**src/core/cfg_pkg.sv**
```systemverilog
package cfg_pkg;

	// ==========================================================
	// Register byte offsets
	localparam logic [7:0] OFS_TRIM_WORD  = 8'h00;
	localparam logic [7:0] OFS_CS_CTRL    = 8'h04;
	localparam logic [7:0] OFS_SOFT_WDT   = 8'h08;
	localparam logic [7:0] OFS_CFG_STATUS = 8'h0C;
	localparam logic [7:0] OFS_PIN_MAP    = 8'h10;

	// ==========================================================
	// Current source control field positions
	localparam int CS_EN_BIT   = 15;
	localparam int CS_SEL_HI   = 10;
	localparam int CS_SEL_LO   = 8;
	localparam int TRIM_HI     = 5;
	localparam int TRIM_LO     = 0;
	localparam int TRIM_W      = 6;
	localparam int TRIM_WORD_W = 24;

	// ==========================================================
	// Configuration byte field positions
	localparam int CP_BIT       = 1;
	localparam int WP_BIT       = 0;
	localparam int TWO_SPD_BIT  = 7;
	localparam int OSEL_HI      = 2;
	localparam int OSEL_LO      = 0;
	localparam int CSW_HI       = 7;
	localparam int CSW_LO       = 6;
	localparam int REMAP_BIT    = 5;
	localparam int OSC2FN_BIT   = 2;
	localparam int PMODE_HI     = 1;
	localparam int PMODE_LO     = 0;
	localparam int WDTEN_BIT    = 7;
	localparam int PLLWAIT_BIT  = 5;
	localparam int PRE_BIT      = 4;
	localparam int POST_HI      = 3;
	localparam int POST_LO      = 0;
	localparam int DBGCH_HI     = 1;
	localparam int DBGCH_LO     = 0;

	// ==========================================================
	// Field encodings
	localparam logic [2:0] FN_FIRC       = 3'h0;
	localparam logic [2:0] FN_FRCDIV_PLL = 3'h1;
	localparam logic [2:0] FN_PRI        = 3'h2;
	localparam logic [2:0] FN_PRI_PLL    = 3'h3;
	localparam logic [2:0] FN_WDRC       = 3'h5;
	localparam logic [2:0] FN_FRCDIV     = 3'h7;
	localparam logic [1:0] PM_EXT        = 2'h0;
	localparam logic [1:0] PM_MED        = 2'h1;
	localparam logic [1:0] PM_HIGH       = 2'h2;
	localparam logic [1:0] PM_OFF        = 2'h3;
	localparam logic [1:0] CSM_BOTH      = 2'h0;
	localparam logic [1:0] CSM_SWITCH    = 2'h1;
	localparam logic [1:0] DBG_PAIR1     = 2'h3;
	localparam logic [1:0] DBG_PAIR2     = 2'h2;
	localparam logic [1:0] DBG_PAIR3     = 2'h1;
	localparam logic [7:0] PRESCALE_LONG  = 8'h80;
	localparam logic [7:0] PRESCALE_SHORT = 8'h20;

	// ==========================================================
	// Values after reset
	localparam logic [7:0] RST_CFG_BYTE = 8'h00;
	localparam logic [7:0] RST_PIN_MAP  = 8'h00;
	localparam logic [2:0] RST_DBG_CH   = 3'h1;

	// ==========================================================
	// Types
	typedef enum logic [2:0] {
		SRC_FIRC,
		SRC_FRCDIV_PLL,
		SRC_PRI,
		SRC_PRI_PLL,
		SRC_WDRC,
		SRC_FRCDIV
	} src_e;

	typedef enum logic [1:0] {
		PRI_EXT,
		PRI_MED,
		PRI_HIGH,
		PRI_OFF
	} pri_e;

	typedef enum logic {
		ST_LOAD,
		ST_RUN
	} load_e;

endpackage

```
**src/core/config_word_decoder.sv**
```systemverilog
// Contract
// RULE_01: Software copies the six-bit factory trim into the source trim field.
// RULE_02: Trim word reads zero in every bit above the six-bit field.
// RULE_03: Code-protect field 0 blocks program memory readout; 1 leaves it open.
// RULE_04: Write-protect field 0 blocks program memory writes; 1 allows them.
// RULE_05: Two-speed start runs fast RC until the chosen source is ready.
// RULE_06: Oscillator select codes map to six sources; 100 and 110 reserved.
// RULE_07: Switch mode 1x disables both, 01 switching only, 00 both enabled.
// RULE_08: Remap lock 1 allows one pin map write; 0 allows many.
// RULE_09: Pin function 1 drives clock out on second pin outside crystal modes.
// RULE_10: Primary mode codes: off, high-speed, medium-speed crystal, external clock.
// RULE_11: Watchdog config 1 keeps watchdog and its RC running, ignoring software.
// RULE_12: Watchdog config 0 lets the software bit start and stop it.
// RULE_13: Prescaler field 1 divides by 128, 0 by 32.
// RULE_14: Postscaler ratio is two to the power of the field.
// RULE_15: PLL wait field 1 holds a PLL switch until lock.
// RULE_16: Debug channel codes 11, 10, 01 pick pin pairs 1, 2, 3.
// RULE_17: All configuration reloads from the stored words on every reset.
// RULE_18: Software reads the trim from its fixed flash location first.
// RULE_19: Reserved multi-bit codes give a safe default and a fault flag.
//
// Decided for this implementation: the address map and the APB register port.
`timescale 1ns/1ns
module config_word_decoder (
	// Clock and reset
	input  wire logic         pclk,
	input  wire logic         presetn,
	// APB slave
	input  wire logic         psel,
	input  wire logic         penable,
	input  wire logic         pwrite,
	input  wire logic [7:0]   paddr,
	input  wire logic [31:0]  pwdata,
	output logic [31:0]       prdata,
	output logic              pready,
	output logic              pslverr,
	// Stored configuration words, static while powered
	input  wire logic [7:0]   nv_prot_byte,
	input  wire logic [7:0]   nv_sel_byte,
	input  wire logic [7:0]   nv_osc_byte,
	input  wire logic [7:0]   nv_wdt_byte,
	input  wire logic [7:0]   nv_dbg_byte,
	input  wire logic [23:0]  nv_trim_word,
	// Oscillator status
	input  wire logic         osc_ready,
	input  wire logic         pll_locked,
	// Configuration status
	output logic              cfg_loaded,
	output logic              cfg_fault,
	// Memory protection
	output logic              readout_protect,
	output logic              write_protect,
	// Clock settings
	output cfg_pkg::src_e     active_src,
	output cfg_pkg::src_e     target_src,
	output cfg_pkg::pri_e     pri_mode,
	output logic              clk_hold,
	output logic              switch_en,
	output logic              fail_safe_en,
	output logic              second_osc_pin_clkout,
	output logic              pll_wait,
	// Pin remap
	output logic [7:0]        pin_map,
	output logic              pin_map_locked,
	// Watchdog
	output logic              wdt_run,
	output logic              wdrc_run,
	output logic [7:0]        wdt_prescale,
	output logic [3:0]        wdt_post_exp,
	output logic [15:0]       wdt_post_ratio,
	// Debug channel, one-hot pairs 1..3
	output logic [2:0]        debug_channel,
	// Current source
	output logic              cs_enable,
	output logic [2:0]        cs_out_select,
	output logic [5:0]        source_trim_field
);
	import cfg_pkg::*;

	typedef struct packed {
		load_e       state;
		logic [7:0]  prot;
		logic [7:0]  sel;
		logic [7:0]  osc;
		logic [7:0]  wdt;
		logic [7:0]  dbg;
		logic [5:0]  trim;
		logic        cs_en;
		logic [2:0]  cs_sel;
		logic [5:0]  cs_trim;
		logic        soft_wdt;
		logic [7:0]  map;
		logic        map_done;
		logic        locked;
		logic        fault;
		logic        rd_prot;
		logic        wr_prot;
		logic [2:0]  dbg_ch;
		logic        dbg_bad;
		logic        pready;
		logic        pslverr;
		logic [31:0] prdata;
	} top_s;

	top_s st_ff;
	top_s nxt_st;

	logic        valid;
	logic        osc_bad;
	logic        access;
	logic        wr_go;
	logic        hit;
	logic [31:0] rd_val;
	logic [31:0] status_word;

	// ==========================================================
	// Clock source decode
	osc_select_decode u_osc (
		.pclk         (pclk),
		.presetn      (presetn),
		.cfg_valid    (valid),
		.sel_byte     (st_ff.sel),
		.osc_byte     (st_ff.osc),
		.pll_wait     (st_ff.wdt[PLLWAIT_BIT]),
		.osc_ready    (osc_ready),
		.pll_locked   (pll_locked),
		.active_src   (active_src),
		.target_src   (target_src),
		.pri_mode     (pri_mode),
		.clk_hold     (clk_hold),
		.switch_en    (switch_en),
		.fail_safe_en (fail_safe_en),
		.second_osc_pin_clkout  (second_osc_pin_clkout),
		.osc_code_bad (osc_bad)
	);

	// ==========================================================
	// Watchdog settings
	watchdog_setup u_wdt (
		.pclk       (pclk),
		.presetn    (presetn),
		.cfg_valid  (valid),
		.wdt_byte   (st_ff.wdt),
		.soft_en    (st_ff.soft_wdt),
		.wdt_run    (wdt_run),
		.wdrc_run   (wdrc_run),
		.prescale   (wdt_prescale),
		.post_exp   (wdt_post_exp),
		.post_ratio (wdt_post_ratio)
	);

	assign valid = (st_ff.state == ST_RUN);

	// ==========================================================
	// Read mux and decode
	always_comb begin
		status_word = 32'h0000_0000;
		status_word[0] = valid;
		status_word[1] = osc_bad;
		status_word[2] = st_ff.dbg_bad;
		status_word[3] = st_ff.rd_prot;
		status_word[4] = st_ff.wr_prot;
		status_word[5] = st_ff.locked;
		status_word[10:8] = active_src;
		status_word[13:11] = target_src;
		status_word[14] = clk_hold;
		status_word[15] = wdt_run;
		status_word[23:16] = st_ff.sel;
		status_word[31:24] = st_ff.osc;
		rd_val = 32'h0000_0000;
		hit = 1'b1;
		unique case (paddr)
			OFS_TRIM_WORD: rd_val[TRIM_HI:TRIM_LO] = st_ff.trim; // see RULE_02
			OFS_CS_CTRL: begin
				rd_val[CS_EN_BIT] = st_ff.cs_en;
				rd_val[CS_SEL_HI:CS_SEL_LO] = st_ff.cs_sel;
				rd_val[TRIM_HI:TRIM_LO] = st_ff.cs_trim;
			end
			OFS_SOFT_WDT:   rd_val[0] = st_ff.soft_wdt;
			OFS_CFG_STATUS: rd_val = status_word;
			OFS_PIN_MAP:    rd_val[7:0] = st_ff.map;
			default:        hit = 1'b0;
		endcase
	end

	// ==========================================================
	// Next state: loader, bus slave, control registers
	always_comb begin
		nxt_st = st_ff;
		access = psel && penable;
		wr_go = access && st_ff.pready && pwrite && hit;
		// Loader: one cycle after every reset release the words are taken
		unique case (st_ff.state)
			ST_LOAD: begin
				nxt_st.prot = nv_prot_byte; // see RULE_17
				nxt_st.sel = nv_sel_byte;
				nxt_st.osc = nv_osc_byte;
				nxt_st.wdt = nv_wdt_byte;
				nxt_st.dbg = nv_dbg_byte;
				nxt_st.trim = nv_trim_word[TRIM_HI:TRIM_LO];
				nxt_st.state = ST_RUN;
			end
			ST_RUN: nxt_st.state = ST_RUN;
		endcase
		// Protection stays on until the loaded words say otherwise
		nxt_st.rd_prot = !valid || !st_ff.prot[CP_BIT]; // see RULE_03
		nxt_st.wr_prot = !valid || !st_ff.prot[WP_BIT]; // see RULE_04
		// Debug pair select; reserved 00 falls back to pair 1
		nxt_st.dbg_bad = 1'b0;
		unique case (st_ff.dbg[DBGCH_HI:DBGCH_LO])
			DBG_PAIR1: nxt_st.dbg_ch = 3'h1; // see RULE_16
			DBG_PAIR2: nxt_st.dbg_ch = 3'h2;
			DBG_PAIR3: nxt_st.dbg_ch = 3'h4;
			default: begin
				nxt_st.dbg_ch = RST_DBG_CH; // see RULE_19
				nxt_st.dbg_bad = valid;
			end
		endcase
		// One wait state: ready rises in the second access cycle
		nxt_st.pready = access && !st_ff.pready;
		nxt_st.pslverr = access && !st_ff.pready && !hit;
		if (access && !st_ff.pready) begin
			nxt_st.prdata = pwrite ? 32'h0000_0000 : rd_val;
		end
		// Writes take effect at the completing edge only
		if (wr_go) begin
			unique case (paddr)
				OFS_CS_CTRL: begin
					nxt_st.cs_en = pwdata[CS_EN_BIT];
					nxt_st.cs_sel = pwdata[CS_SEL_HI:CS_SEL_LO];
					nxt_st.cs_trim = pwdata[TRIM_HI:TRIM_LO]; // see RULE_01
				end
				OFS_SOFT_WDT: nxt_st.soft_wdt = pwdata[0]; // see RULE_12
				OFS_PIN_MAP: begin
					// With the remap lock bit set, locked after the first write until the next reset
					if (!st_ff.locked) begin
						nxt_st.map = pwdata[7:0]; // see RULE_08
						nxt_st.map_done = 1'b1;
					end
				end
				default: nxt_st.map_done = st_ff.map_done;
			endcase
		end
		// Registered so the lock and fault pins come straight from flops
		nxt_st.locked = nxt_st.osc[REMAP_BIT] && nxt_st.map_done; // see RULE_08
		nxt_st.fault = nxt_st.dbg_bad || osc_bad; // see RULE_19
	end

	// State register; the soft watchdog bit clears on every reset
	always_ff @(posedge pclk or negedge presetn) begin
		if (!presetn) begin
			st_ff <= '{state: ST_LOAD, prot: RST_CFG_BYTE, sel: RST_CFG_BYTE, osc: RST_CFG_BYTE,
			           wdt: RST_CFG_BYTE, dbg: RST_CFG_BYTE, trim: 6'h00, cs_en: 1'b0, cs_sel: 3'h0,
			           cs_trim: 6'h00, soft_wdt: 1'b0, map: RST_PIN_MAP, map_done: 1'b0, locked: 1'b0, fault: 1'b0,
			           rd_prot: 1'b1, wr_prot: 1'b1, dbg_ch: RST_DBG_CH, dbg_bad: 1'b0,
			           pready: 1'b0, pslverr: 1'b0, prdata: 32'h0000_0000};
		end else begin
			st_ff <= nxt_st;
		end
	end

	// ==========================================================
	// Outputs
	assign prdata            = st_ff.prdata;
	assign pready            = st_ff.pready;
	assign pslverr           = st_ff.pslverr;
	assign cfg_loaded        = valid;
	assign cfg_fault         = st_ff.fault;
	assign readout_protect   = st_ff.rd_prot;
	assign write_protect     = st_ff.wr_prot;
	assign pll_wait          = st_ff.wdt[PLLWAIT_BIT];
	assign pin_map           = st_ff.map;
	assign pin_map_locked    = st_ff.locked;
	assign debug_channel     = st_ff.dbg_ch;
	assign cs_enable         = st_ff.cs_en;
	assign cs_out_select     = st_ff.cs_sel;
	assign source_trim_field = st_ff.cs_trim;

endmodule

```
**src/core/osc_select_decode.sv**
```systemverilog
`timescale 1ns/1ns
module osc_select_decode (
	// Clock and reset
	input  wire logic         pclk,
	input  wire logic         presetn,
	// Loaded configuration
	input  wire logic         cfg_valid,
	input  wire logic [7:0]   sel_byte,
	input  wire logic [7:0]   osc_byte,
	input  wire logic         pll_wait,
	// Oscillator status
	input  wire logic         osc_ready,
	input  wire logic         pll_locked,
	// Decoded settings
	output cfg_pkg::src_e     active_src,
	output cfg_pkg::src_e     target_src,
	output cfg_pkg::pri_e     pri_mode,
	output logic              clk_hold,
	output logic              switch_en,
	output logic              fail_safe_en,
	output logic              second_osc_pin_clkout,
	output logic              osc_code_bad
);
	import cfg_pkg::*;

	typedef struct packed {
		src_e active;
		src_e target;
		pri_e pri;
		logic hold;
		logic sw_en;
		logic fs_en;
		logic clkout;
		logic bad;
	} osc_s;

	osc_s st_ff;
	osc_s nxt_st;
	logic [2:0] fn;
	logic [1:0] pm;
	logic       pll_src;
	logic       ready;

	// ==========================================================
	// Decode
	always_comb begin
		nxt_st = st_ff;
		fn = sel_byte[OSEL_HI:OSEL_LO];
		pm = osc_byte[PMODE_HI:PMODE_LO];
		nxt_st.bad = 1'b0;
		// Reserved codes fall back to the fast RC, always present
		unique case (fn)
			FN_FIRC:       nxt_st.target = SRC_FIRC; // see RULE_06
			FN_FRCDIV_PLL: nxt_st.target = SRC_FRCDIV_PLL;
			FN_PRI:        nxt_st.target = SRC_PRI;
			FN_PRI_PLL:    nxt_st.target = SRC_PRI_PLL;
			FN_WDRC:       nxt_st.target = SRC_WDRC;
			FN_FRCDIV:     nxt_st.target = SRC_FRCDIV;
			default: begin
				nxt_st.target = SRC_FIRC; // see RULE_19
				nxt_st.bad = 1'b1;
			end
		endcase
		unique case (pm)
			PM_EXT: nxt_st.pri = PRI_EXT; // see RULE_10
			PM_MED:  nxt_st.pri = PRI_MED;
			PM_HIGH: nxt_st.pri = PRI_HIGH;
			PM_OFF: nxt_st.pri = PRI_OFF;
		endcase
		// Switching and monitor; 1x turns both off
		nxt_st.sw_en = ~osc_byte[CSW_HI]; // see RULE_07
		nxt_st.fs_en = (osc_byte[CSW_HI:CSW_LO] == CSM_BOTH);
		// Crystal modes own the second pin
		nxt_st.clkout = osc_byte[OSC2FN_BIT] && (pm != PM_MED) && (pm != PM_HIGH); // see RULE_09
		// PLL sources wait for lock only when asked to
		pll_src = (nxt_st.target == SRC_FRCDIV_PLL) || (nxt_st.target == SRC_PRI_PLL);
		ready = osc_ready && (!pll_src || !pll_wait || pll_locked); // see RULE_15
		if (sel_byte[TWO_SPD_BIT] && !ready) begin
			nxt_st.active = SRC_FIRC; // see RULE_05
			nxt_st.hold = 1'b0;
		end else begin
			nxt_st.active = nxt_st.target;
			nxt_st.hold = !ready;
		end
		if (!cfg_valid) begin
			nxt_st.active = SRC_FIRC;
			nxt_st.hold = 1'b1;
			nxt_st.bad = 1'b0;
		end
	end

	// State register
	always_ff @(posedge pclk or negedge presetn) begin
		if (!presetn) begin
			st_ff <= '{active: SRC_FIRC, target: SRC_FIRC, pri: PRI_OFF, hold: 1'b1,
			           sw_en: 1'b0, fs_en: 1'b0, clkout: 1'b0, bad: 1'b0};
		end else begin
			st_ff <= nxt_st;
		end
	end

	assign active_src   = st_ff.active;
	assign target_src   = st_ff.target;
	assign pri_mode     = st_ff.pri;
	assign clk_hold     = st_ff.hold;
	assign switch_en    = st_ff.sw_en;
	assign fail_safe_en = st_ff.fs_en;
	assign second_osc_pin_clkout  = st_ff.clkout;
	assign osc_code_bad = st_ff.bad;

endmodule

```
**src/core/watchdog_setup.sv**
```systemverilog
`timescale 1ns/1ns
module watchdog_setup (
	// Clock and reset
	input  wire logic         pclk,
	input  wire logic         presetn,
	// Configuration and software control
	input  wire logic         cfg_valid,
	input  wire logic [7:0]   wdt_byte,
	input  wire logic         soft_en,
	// Watchdog settings
	output logic              wdt_run,
	output logic              wdrc_run,
	output logic [7:0]        prescale,
	output logic [3:0]        post_exp,
	output logic [15:0]       post_ratio
);
	import cfg_pkg::*;

	typedef struct packed {
		logic        run;
		logic        wdrc;
		logic [7:0]  pre;
		logic [3:0]  exp;
		logic [15:0] ratio;
	} wdt_s;

	wdt_s st_ff;
	wdt_s nxt_st;

	// ==========================================================
	// Settings follow the loaded byte every cycle
	always_comb begin
		nxt_st = st_ff;
		// Forced-on ignores the software bit entirely
		nxt_st.run = cfg_valid && (wdt_byte[WDTEN_BIT] || soft_en); // see RULE_11 see RULE_12
		nxt_st.wdrc = nxt_st.run;
		nxt_st.pre = wdt_byte[PRE_BIT] ? PRESCALE_LONG : PRESCALE_SHORT; // see RULE_13
		nxt_st.exp = wdt_byte[POST_HI:POST_LO];
		nxt_st.ratio = 16'h0001 << nxt_st.exp; // see RULE_14
	end

	// State register
	always_ff @(posedge pclk or negedge presetn) begin
		if (!presetn) begin
			st_ff <= '{run: 1'b0, wdrc: 1'b0, pre: PRESCALE_SHORT, exp: 4'h0, ratio: 16'h0001};
		end else begin
			st_ff <= nxt_st;
		end
	end

	assign wdt_run    = st_ff.run;
	assign wdrc_run   = st_ff.wdrc;
	assign prescale   = st_ff.pre;
	assign post_exp   = st_ff.exp;
	assign post_ratio = st_ff.ratio;

endmodule

```
**config.mk**
```make
export PLATFORM = sky130hd
export DESIGN_NAME = config_word_decoder
export DESIGN_NICKNAME = d
export VERILOG_FILES = /design/src/core/cfg_pkg.sv /design/src/core/config_word_decoder.sv /design/src/core/osc_select_decode.sv /design/src/core/watchdog_setup.sv
export SDC_FILE = /design/constraint.sdc
export NUM_CORES = 1
export LEC_CHECK = 0
export BUFFER_PORTS_ARGS = -buffer_cell sky130_fd_sc_hd__buf_2
export CORE_ASPECT_RATIO = 0.6
export CORE_MARGIN = 3
export CORE_UTILIZATION = 44
export CTS_CLUSTER_SIZE = 30
export DETAILED_ROUTE_END_ITERATION = 10
export PLACE_DENSITY = 0.83
export SLEW_MARGIN = 10
export SYNTH_ARGS = -nofsm -noshare
export SYNTH_HDL_FRONTEND = slang
export SYNTH_SLANG_ARGS = --single-unit
export TNS_END_PERCENT = 20
```
**constraint.sdc**
```tcl
create_clock -name pclk -period 1.8 [get_ports pclk]
set_input_delay 0.36 -clock pclk [delete_from_list [all_inputs] [get_ports pclk]]
set_output_delay 0.36 -clock pclk [all_outputs]
set_load 0.005 [all_outputs]
```
==> flow_metrics.py, run 1 <==
metrics = {
    "run_status": {
        "outcome": "finished, violations left",
        "violations": "setup timing",
    },
    "clock_network": {
        "cts_tree": "yes",
        "clk_pin_slew_worst_paths_ps": 60,
        "cts.sinks": 132,
        "cts-root-buf": "clkbuf_16",
        "clock_path_buffers": 2,
        "htree_levels": 4,
        "tritoncts.num_buffers": 17,
        "insertion_delay_ps": 410,
    },
    "logic_synthesis": {
        "ys_seq_area_share_pct": 61.5,
        "yosysUniqueCellTypes": 41,
        "synth_area_per_cell_sq_um": 13.1,
        "synth_edf_count": 0,
        "netlist_area_sq_um": 5380,
        "syn_inst": 412,
        "yosys_register_bits": 132,
        "synthTopCellsByArea": "dfrtp_1 58%, mux2_2 8.6%, buf_4 8.2%",
        "ys_warn_count": 0,
        "yosys.area.top_type": "dfrtp_1",
        "post-synth-top-area-fraction_pct": 57.6,
        "ys.flop_type": "dfrtp_1",
        "async_flop_share_pct": 100,
    },
    "floorplanning": {
        "io-pin-count": 214,
        "coreArea_sq_um": 11600,
        "initial_core_util_pct": 46.4,
        "rows": 30,
        "die_h_um": 91.7,
        "die_w_um": 149,
        "die-area_sq_um": 13600,
    },
    "timing": {
        "finalSetupTns_ps": -1610,
        "hold_viol": 0,
        "layout_min_cycle_time_ps": 1920,
        "finClkSkew_ps": 11.8,
        "rsz0062_at_grt": "true",
        "finalCritPeriodShare_pct": 106,
        "finalSetupViolations": 21,
        "slew_violations": 0,
        "fmax_mhz": 522,
        "whs_ps": 181,
        "setup_slack_ps": -116,
    },
    "grt": {
        "overflow": 0,
        "grt_pass1_vias": 3820,
        "grt_use_total_pct": 19.4,
        "grt.busiest_layer": "met2",
        "grtUsageMet2_pct": 29.5,
        "grt_pass1_wl_mm": 20.4,
        "antenna_found_initial": 0,
        "grt_max_degree": 46,
        "use_met3_pct": 7.60,
        "grt.met1_usage_pct": 25.6,
    },
    "final_layout": {
        "syn_to_final_growth_pct": 27.4,
        "final_area_sq_um": 6860,
        "fillers": 931,
        "final_nets": 659,
        "final_common_cell": "buf_2",
        "layout_common_cells": "154 x buf_2, 123 x dfrtp_1, 31 x mux2_2, 24 x a22o_1, 21 x nor2_1",
        "antenna_cells": 0,
        "layout-drive-gt1-share_pct": 51.3,
    },
    "place": {
        "post_dp_cell_area_sq_um": 6170,
        "dpl.hpwl_mm": 9.10,
        "gp_congestion": 0.841,
        "dp_slack_ps": -554,
        "port_buffers": 156,
    },
    "route": {
        "first_iter_violations": 137,
        "avgRoutedWirePerCell_um": 17.8,
        "wirelength_mm": 12.8,
        "via_count": 3567,
        "dr.pass1.iters": 4,
        "post-route-drc-count": 0,
        "ant_nets": 0,
        "viasPerCell": 4.97,
    },
    "power_and_ir_drop": {
        "leakagePower_nw": 3.61,
        "pwr_density_cell_nw_per_um2": 1040,
        "vdd_drop_max_v": 0.000629,
        "finalPower_mw": 7.14,
    },
    "critical_path": {
        "ff2ff_setup_slack_ps": -50,
        "worstSetupEndpointType": "flip-flop",
        "required_ps": 2090,
        "r2r-end": "cs_out_select[0]$_DFFE_PN0P_",
        "critPathLaunchType": "input port",
        "r2r_start": "pready$_DFF_PN0_",
        "cp_max_fo": 5,
        "arrival_ps": 2200,
        "reg2reg_depth": 6,
        "worstSetupPathType": "input port to flip-flop",
    },
    "min_path": {
        "hp-class": "input port to flip-flop",
        "hold_start": "nv_trim_word[3]",
        "whs_path_depth": 2,
        "holdPathEnd": "st_ff[65]$_DFFE_PN0N_",
    },
    "job": {
        "maxCapViolCount": 0,
    },
}
[Yosys cell counts, types with 3 or more instances]
master and instances:
mux2_2 41, clkbuf_1 14, buf_4 59, a22o_1 24, nor2_1 21, a21o_1 4, dfstp_2 8, nor3_1 9
ha_1 3, mux2_4 8, a21oi_1 9, nand2_1 13, and2_1 3, o21ai_0 12, dfrtp_1 124, a22oi_1 5
inv_1 12, nor2b_1 3, nand2b_1 5, mux2i_1 7
[state kept, by name, indices dropped and copies added (netlist names), 2 cells and up]
| register | cells |
|---|---|
| st_ff | 35 |
| prdata | 32 |
| u_osc.pri_mode | 2 |
| u_wdt.prescale | 2 |
| u_osc.active_src | 3 |
| u_wdt.post_ratio | 16 |
| debug_channel | 3 |
| u_osc.target_src | 3 |
| cs_out_select | 3 |
| pin_map | 8 |
| u_wdt.post_exp | 4 |
| source_trim_field | 6 |
[worst max-delay path: stages]
cell	delay (ps)
buf_6	90
or4_4	530
or2_4	290
or4_4	600
mux2_4	330
[worst max-delay path by stage]
stage,from,endpoint,slack (ps)
2_1_floorplan,paddr[0],pin_map[0]$_DFFE_PN0P_,-420
3_3_place_gp,paddr[0],pin_map[5]$_DFFE_PN0P_,-520
3_5_place_dp,paddr[0],source_trim_field[3]$_DFFE_PN0P_,-550
4_1_cts,paddr[0],pin_map[0]$_DFFE_PN0P_,-90
5_1_grt,paddr[0],cs_out_select[0]$_DFFE_PN0P_,-110
6_report,paddr[0],pin_map[0]$_DFFE_PN0P_,-120
[repair_timing]
| action | 4_1_cts | 5_1_grt |
|---|---|---|
| hold buffers | 1 | 0 |
| gates resized for setup | 18 | 4 |
| endpoints found under the hold margin | 35 | 0 |
| endpoints found under the setup margin | 39 | 48 |
| gates cloned | 0 | 1 |
| pin swaps | 1 | 2 |
| setup buffers | 1 | 0 |
[layer usage]
layer	vias to the layer above	share of wire [%]
li1	1619	-
met3	15	7.1
met2	133	47
met5	-	0
met1	1800	45
met4	0	1.3
[area by class of cell]
type / instances / area, sq um / area share, %
sequential: 132 / 3310 / 48.3
tap: 160 / 200 / 2.92
clock inverter: 15 / 155 / 2.26
multi-input combinational: 197 / 1610 / 23.4
inverter: 12 / 45.0 / 0.657
timing repair buffer: 185 / 1110 / 16.2
clock buffer: 17 / 425 / 6.20
[per-stage QoR]
stage / utilization (%) / cells
after floorplan: - / 417
after global placement: 53.2 / 683
after detailed placement: 53.2 / 683
after CTS: 59.0 / 717
after global routing: 59.1 / 718
final: 59.1 / 718
[kinds of logic after synthesis]
group,count (synthesis),synth area share [%]
xor gates and xnor gates,1,0.163
AOI/OAI and AO/OA,59,7.81
buffers and inverters,89,10.5
other,2,0.139
adders and majority gates,3,0.697
DFF,132,61.5
and+or+nand+nor,70,7.07
muxes,56,12.1
[where the power goes]
part	total (mW)	internal [mW]	switching, mW	leakage [nW]
Combinational	0.529	0.262	0.267	1.63
Clock	3.35	2.04	1.31	0.280
Sequential	3.26	3.14	0.120	1.70
No activity file was read; power rests on OpenSTA's default activity.
==> run 2, diff against run 1 <==
--- a/config.mk
+++ b/config.mk
@@ -5,6 +5,7 @@
 export SDC_FILE = /design/constraint.sdc
 export NUM_CORES = 1
 export LEC_CHECK = 0
+export ABC_AREA = 1
 export BUFFER_PORTS_ARGS = -buffer_cell sky130_fd_sc_hd__buf_2
 export CORE_ASPECT_RATIO = 0.6
 export CORE_MARGIN = 3
==> run 2 against run 1 <==
Compared with the run above:
- the flow now finishes without violations
- register-to-register slack improved by 280 ps
- area after synthesis increased by 4.3%
- largest cell class unchanged
- combinational power decreased by 8.3%
- largest power group unchanged
- clock power increased by 9.0%
- core utilization decreased by 3.1 points
- critical endpoint is now cfg_loaded
- flip-flop and latch count unchanged
- critical path depth decreased by 4
- die area increased by 4.1%
==> flow_metrics.py, run 2 <==
metrics = {
    "clock_network": {
        "clk_pin_slew_worst_paths_ps": 60,
        "tritoncts.num_buffers": 17,
        "htree_levels": 4,
        "insertion_delay_ps": 400,
        "post-cts-setup-buffers": 0,
        "cts.sinks": 132,
        "cts_tree": "yes",
        "cts-root-buf": "clkbuf_16",
        "clock_path_buffers": 2,
    },
    "timing": {
        "layout_min_cycle_time_ps": 1600,
        "slew_violations": 0,
        "finalSetupViolations": 0,
        "rsz0062_at_grt": "false",
        "hold_viol": 0,
        "fmax_mhz": 626,
        "finalSetupTns_ps": 0,
        "whs_ps": 185,
        "finClkSkew_ps": 10.8,
        "finalCritPeriodShare_pct": 88.8,
    },
    "logic_synthesis": {
        "syn_inst": 555,
        "ys_warn_count": 0,
        "async_flop_share_pct": 100,
        "ys.flop_type": "dfrtp_1",
        "post-synth-top-area-fraction_pct": 55.2,
        "synth_area_per_cell_sq_um": 10.1,
        "netlist_top_cells_count": "124 x dfrtp_1, 116 x nand2_1, 61 x buf_4, 44 x nor2_1, 41 x inv_1",
        "yosys.area.top_type": "dfrtp_1",
        "ys_seq_area_share_pct": 59.0,
        "synth_most_common_cell": "dfrtp_1",
        "yosysUniqueCellTypes": 32,
        "synth_edf_count": 0,
        "yosys_register_bits": 132,
        "synthTopCellsByArea": "dfrtp_1 55%, buf_4 8.2%, nand2_1 7.8%",
        "netlist_area_sq_um": 5620,
    },
    "critical_path": {
        "ff2ff_setup_slack_ps": 230,
        "critPathTopFamily": "flip-flops",
        "critPathSlowestCell": "dfrtp_4",
        "cp.buffers_inverters": 1,
        "reg2reg_depth": 7,
        "cpPeakStageDelay_ps": 650,
        "required_ps": 1440,
        "worstSetupEndpointType": "output pin",
        "r2r_start": "st_ff[92]$_DFFE_PN0N_",
        "worstPathCellList": "buf_2",
        "r2r-end": "u_osc.active_src[1]$_DFF_PN0_",
        "cp_max_fo": 28,
        "critPathLaunchType": "flip-flop",
        "arrival_ps": 1240,
        "worstSetupPathType": "flip-flop to output pin",
    },
    "final_layout": {
        "antenna_cells": 0,
        "layout-drive-gt1-share_pct": 35.6,
        "final_common_cell": "buf_2",
        "postLayoutCoreUtil_pct": 56.1,
        "multi_input_area_sq_um": 1610,
        "largest_reg_flops": 35,
        "regMostFlops": "st_ff",
        "final_nets": 786,
        "regArea_sq_um": 3320,
        "layout_common_cells": "155 x buf_2, 123 x dfrtp_1, 116 x nand2_1, 44 x nor2_1, 41 x inv_1",
        "fillers": 1066,
        "syn_to_final_growth_pct": 22.4,
        "stdcell_count": 850,
    },
    "power_and_ir_drop": {
        "pwr_density_cell_nw_per_um2": 1070,
        "switching_share_pct": 23.0,
        "internal_power_mw": 5.66,
        "seqPwrFrac_pct": 43.7,
        "combPwrFrac_pct": 6.6,
        "clock_power_share_pct": 49.7,
        "power.switching_mw": 1.69,
        "finalPower_mw": 7.35,
        "vdd_drop_max_v": 0.000650,
        "leakagePower_nw": 3.80,
    },
    "job": {
        "maxCapViolCount": 0,
    },
    "grt": {
        "grt_pass1_vias": 4045,
        "grt_use_total_pct": 19.0,
        "overflow": 0,
        "grt_max_degree": 42,
        "antenna_found_initial": 0,
        "grt_pass1_wl_mm": 21.1,
    },
    "route": {
        "viasPerCell": 4.85,
        "ant_nets": 0,
        "wirelength_mm": 13.4,
        "post-route-drc-count": 0,
        "via_count": 4121,
        "avgRoutedWirePerCell_um": 15.8,
        "dr.pass1.iters": 5,
        "first_iter_violations": 223,
    },
    "floorplanning": {
        "rows": 31,
        "io-pin-count": 214,
        "die_h_um": 93.5,
        "initial_core_util_pct": 45.8,
        "die_w_um": 152,
        "die-area_sq_um": 14200,
        "coreArea_sq_um": 12300,
    },
    "min_path": {
        "hp-class": "input port to flip-flop",
        "whs_path_depth": 2,
        "hold_start": "nv_trim_word[5]",
        "holdPathEnd": "st_ff[67]$_DFFE_PN0N_",
    },
    "place": {
        "placedCellCount": 817,
        "dpl.hpwl_mm": 9.85,
        "port_buffers": 156,
        "gp_congestion": 0.863,
    },
    "run_status": {
        "outcome": "finished clean",
    },
}
==> run 2: cell types whose count changed in the layout (fill, tap and decap cells not counted), moves of 6 or more <==
cell,before,now
a21oi_1,9,21
mux2_2,31,8
mux2i_1,7,0
mux2_4,18,0
nand3_1,2,21
a22o_1,24,0
o21ai_0,12,26
a32o_1,0,6
inv_1,12,41
nand4_1,1,23
nor3_1,8,2
nor2_1,21,44
nand2_1,13,116
==> run 2: logic make-up (layout without fill, tap and decap cells) <==
kind of cell,Yosys count,count (layout),share of synthesized area (%)
AO/OA/AOI/OAI,58,58,5.88
buffers and inverters,123,248,12.7
adder cells (fa/ha/maj),3,3,0.668
other,2,7,0.134
flip-flops,132,132,59.0
multiplexers,8,8,1.60
AND/OR/NAND/NOR,229,229,20.1
==> run 2: layout make-up <==
class / instances / share of cell area (%)
clock buffers: 18 / 6.24
clock inverters: 14 / 2.95
inverters: 42 / 2.29
multi-input cells: 305 / 23.4
flip-flops and latches: 132 / 48.3
well taps: 165 / 3.00
repair buffers: 174 / 13.8
==> run 2: per-layer routing <==
| layer | track usage [%] | wire (um) |
|---|---|---|
| met1 | 26.2 | 6160 |
| met2 | 28.6 | 5990 |
| met3 | 6.38 | 1100 |
| met4 | 5.76 | 146 |
| met5 | 0 | 0 |
==> run 2: worst max-delay path by stage <==
stage	cells after the start	slack [ps]	endpoint	from
global placement	9	130	source_trim_field[1]$_DFFE_PN0P_	paddr[4]
finish	1	200	cfg_loaded	cfg_loaded$_DFF_PN0_
global route	1	140	cfg_loaded	cfg_loaded$_DFF_PN0_
floorplan	9	420	cs_enable$_DFFE_PN0P_	paddr[4]
CTS	1	70	cfg_loaded	cfg_loaded$_DFF_PN0_
detailed placement	7	70	prdata[21]$_DFFE_PN0P_	paddr[1]
==> run 2: repair_timing <==
item	in CTS	in global routing
hold endpoints to repair	36	0
gates resized for setup	0	1
hold buffers	1	0
endpoints found under the setup margin	0	1
==> run 2: power groups by stage <==
stage | sequential, mW | combinational [mW] | clock (mW)
finish | 3.22 | 0.485 | 3.65
detailed placement | 3.26 | 0.489 | 0
global placement | 3.26 | 0.472 | 0
global route | 3.23 | 0.550 | 3.86
CTS | 3.21 | 0.493 | 3.72
floorplan | 3.24 | 0.231 | 0
==> run 2: per-stage QoR <==
stage                     area, sq um  setup slack, ps
after floorplan                  5640              422
after detailed placement         6230             70.3
after CTS                        6870             67.6
after global placement           6230              127
final                            6870              201
after global routing             6870              137
==> run 3, diff against run 2 <==
--- a/config.mk
+++ b/config.mk
@@ -9,10 +9,10 @@
 export BUFFER_PORTS_ARGS = -buffer_cell sky130_fd_sc_hd__buf_2
 export CORE_ASPECT_RATIO = 0.6
 export CORE_MARGIN = 3
-export CORE_UTILIZATION = 44
+export CORE_UTILIZATION = 45
 export CTS_CLUSTER_SIZE = 30
 export DETAILED_ROUTE_END_ITERATION = 10
-export PLACE_DENSITY = 0.83
+export PLACE_DENSITY_LB_ADDON = 0.05
 export SLEW_MARGIN = 10
 export SYNTH_ARGS = -nofsm -noshare
 export SYNTH_HDL_FRONTEND = slang
==> constraint.sdc (replaced) <==
create_clock -name pclk -period 1.75 [get_ports pclk]
set_input_delay 0.35 -clock pclk [delete_from_list [all_inputs] [get_ports pclk]]
set_output_delay 0.35 -clock pclk [all_outputs]
set_load 0.005 [all_outputs]
==> run 3 against run 2 <==
Compared with the run above:
- flip-flop and latch count did not move
- sequential share of layout area rose by 0.47 points
- register-to-register slack barely moved
- clock power fell by 12%
- power fell by 4.7%
- first-iteration DRC count fell by 36%
- routed wire length fell by 6.2%
- worst hold slack got worse by 8.1 ps
- count of clock-buffer cells in the layout rose by 1
- worst setup slack got worse by 55 ps
==> flow_metrics.py, run 3 (same netlist as run 2, synthesis figures left out) <==
metrics = {
    "run_status": {
        "outcome": "finished clean",
    },
    "clock_network": {
        "insertion_delay_ps": 410,
        "clk_pin_slew_worst_paths_ps": 50,
        "clock_path_buffers": 2,
        "cts_resized": 0,
        "htree_levels": 4,
        "cts-root-buf": "clkbuf_16",
        "tritoncts.num_buffers": 17,
        "cts.sinks": 132,
        "cts_tree": "yes",
    },
    "timing": {
        "hold_viol": 0,
        "finalCritPeriodShare_pct": 91.6,
        "finalSetupTns_ps": 0,
        "finalSetupViolations": 0,
        "whs_ps": 177,
        "fmax_mhz": 624,
        "finClkSkew_ps": 9.31,
        "slew_violations": 0,
        "layout_min_cycle_time_ps": 1600,
        "rsz0062_at_grt": "false",
        "setup_slack_ps": 147,
    },
    "route": {
        "avgRoutedWirePerCell_um": 14.9,
        "wirelength_mm": 12.6,
        "first_iter_violations": 142,
        "dr.pass1.iters": 4,
        "post-route-drc-count": 0,
        "ant_nets": 0,
        "viasPerCell": 4.79,
        "via_count": 4047,
    },
    "min_path": {
        "hp-class": "input port to flip-flop",
    },
    "grt": {
        "overflow": 0,
        "grt_max_degree": 47,
        "antenna_found_initial": 0,
        "grt_use_total_pct": 18.7,
        "grt_pass1_vias": 3907,
        "grt_pass1_wl_mm": 20.1,
    },
    "place": {
        "dp_slack_ps": -7.70,
        "dpl.hpwl_mm": 9.25,
        "port_buffers": 156,
        "gp_congestion": 0.801,
    },
    "critical_path": {
        "critPathLaunchType": "flip-flop",
        "critPathTopFamily": "flip-flops",
        "critPathSlowestCell": "dfrtp_2",
        "worstSetupPathType": "flip-flop to output pin",
        "worstSetupEndpointType": "output pin",
        "cp_max_fo": 35,
        "worstPathCellList": "buf_12, buf_2",
        "arrival_ps": 1250,
        "cpPeakStageDelay_ps": 480,
        "cp.buffers_inverters": 2,
        "required_ps": 1400,
    },
    "final_layout": {
        "regMostFlops": "st_ff",
        "final_common_cell": "buf_2",
        "final_nets": 786,
        "largest_reg_flops": 35,
        "layout_common_cells": "155 x buf_2, 123 x dfrtp_1, 116 x nand2_1, 44 x nor2_1, 41 x inv_1",
        "layout-drive-gt1-share_pct": 35.6,
        "syn_to_final_growth_pct": 21.1,
        "postLayoutCoreUtil_pct": 57.9,
        "antenna_cells": 0,
    },
    "floorplanning": {
        "initial_core_util_pct": 47.8,
        "io-pin-count": 214,
        "die_w_um": 150,
        "die_h_um": 92.5,
        "die-area_sq_um": 13900,
        "rows": 30,
        "coreArea_sq_um": 11700,
    },
    "power_and_ir_drop": {
        "leakagePower_nw": 3.76,
        "pwr_density_cell_nw_per_um2": 1030,
        "vdd_drop_max_v": 0.000800,
        "finalPower_mw": 7.01,
    },
    "job": {
        "maxCapViolCount": 0,
    },
}
[run 3: cell types whose count changed in the layout (fill, tap and decap cells not counted), moves of 2 or more]
cell / previous run / this run
clkinvlp_4: 1 / 4
buf_4: 15 / 13
bufinv_16: 4 / 0
clkinv_4: 5 / 3
buf_12: 2 / 4
[run 3: final cells by class]
type	instances	area (sq um)
well taps	160	200
inverters	42	158
repair buffers	174	975
clock buffers	19	443
flip-flops and latches	132	3310
clock inverters	13	101
fillers	1064	4950
multi-input cells	305	1610
[run 3: path summary, 6_finish.rpt]
check	slack [ps]	depth (start not counted)	to	startpoint
worst max-delay path	150	2	cfg_loaded	cfg_loaded$_DFF_PN0_
worst max register to register	230	7	u_osc.active_src[1]$_DFF_PN0_	st_ff[92]$_DFFE_PN0N_
worst min register to register	380	0	u_wdt.prescale[7]$_DFF_PN0_	st_ff[80]$_DFFE_PN0N_
worst min-delay path	180	3	st_ff[101]$_DFFE_PN0N_	nv_prot_byte[1]
max in group asynchronous	710	3	u_osc.pri_mode[1]$_DFF_PN1_	presetn
min in group asynchronous	460	2	pin_map[5]$_DFFE_PN0P_	presetn
[run 3: repair_timing]
action / in CTS / in global routing
hold endpoints to repair: 39 / 0
hold buffers: 1 / 0
buffers inserted: 0 / 0
[run 3: routing by layer]
layer	share of wire, %	up-vias	global-route usage, %
met3	7.8	6	5.82
met2	44	137	26.8
met1	48	1929	27.5
met5	0	-	0
met4	0.74	0	4.79
li1	-	1975	-
[run 3: where the power goes]
part	total (mW)	internal (mW)	switching (mW)
Sequential	3.30	3.21	0.0877
Combinational	0.502	0.204	0.297
Clock	3.20	1.86	1.34
[run 3: worst min-delay path, cell delays in order]
cell	delay, ps
buf_2	100
inv_1	40
o21ai_0	60
[run 3: metrics by stage]
step | cells | area [sq um]
floorplan | 560 | 5640
global placement | 812 | 6250
detailed placement | 812 | 6250
CTS | 845 | 6800
global route | 845 | 6800
finish | 845 | 6800
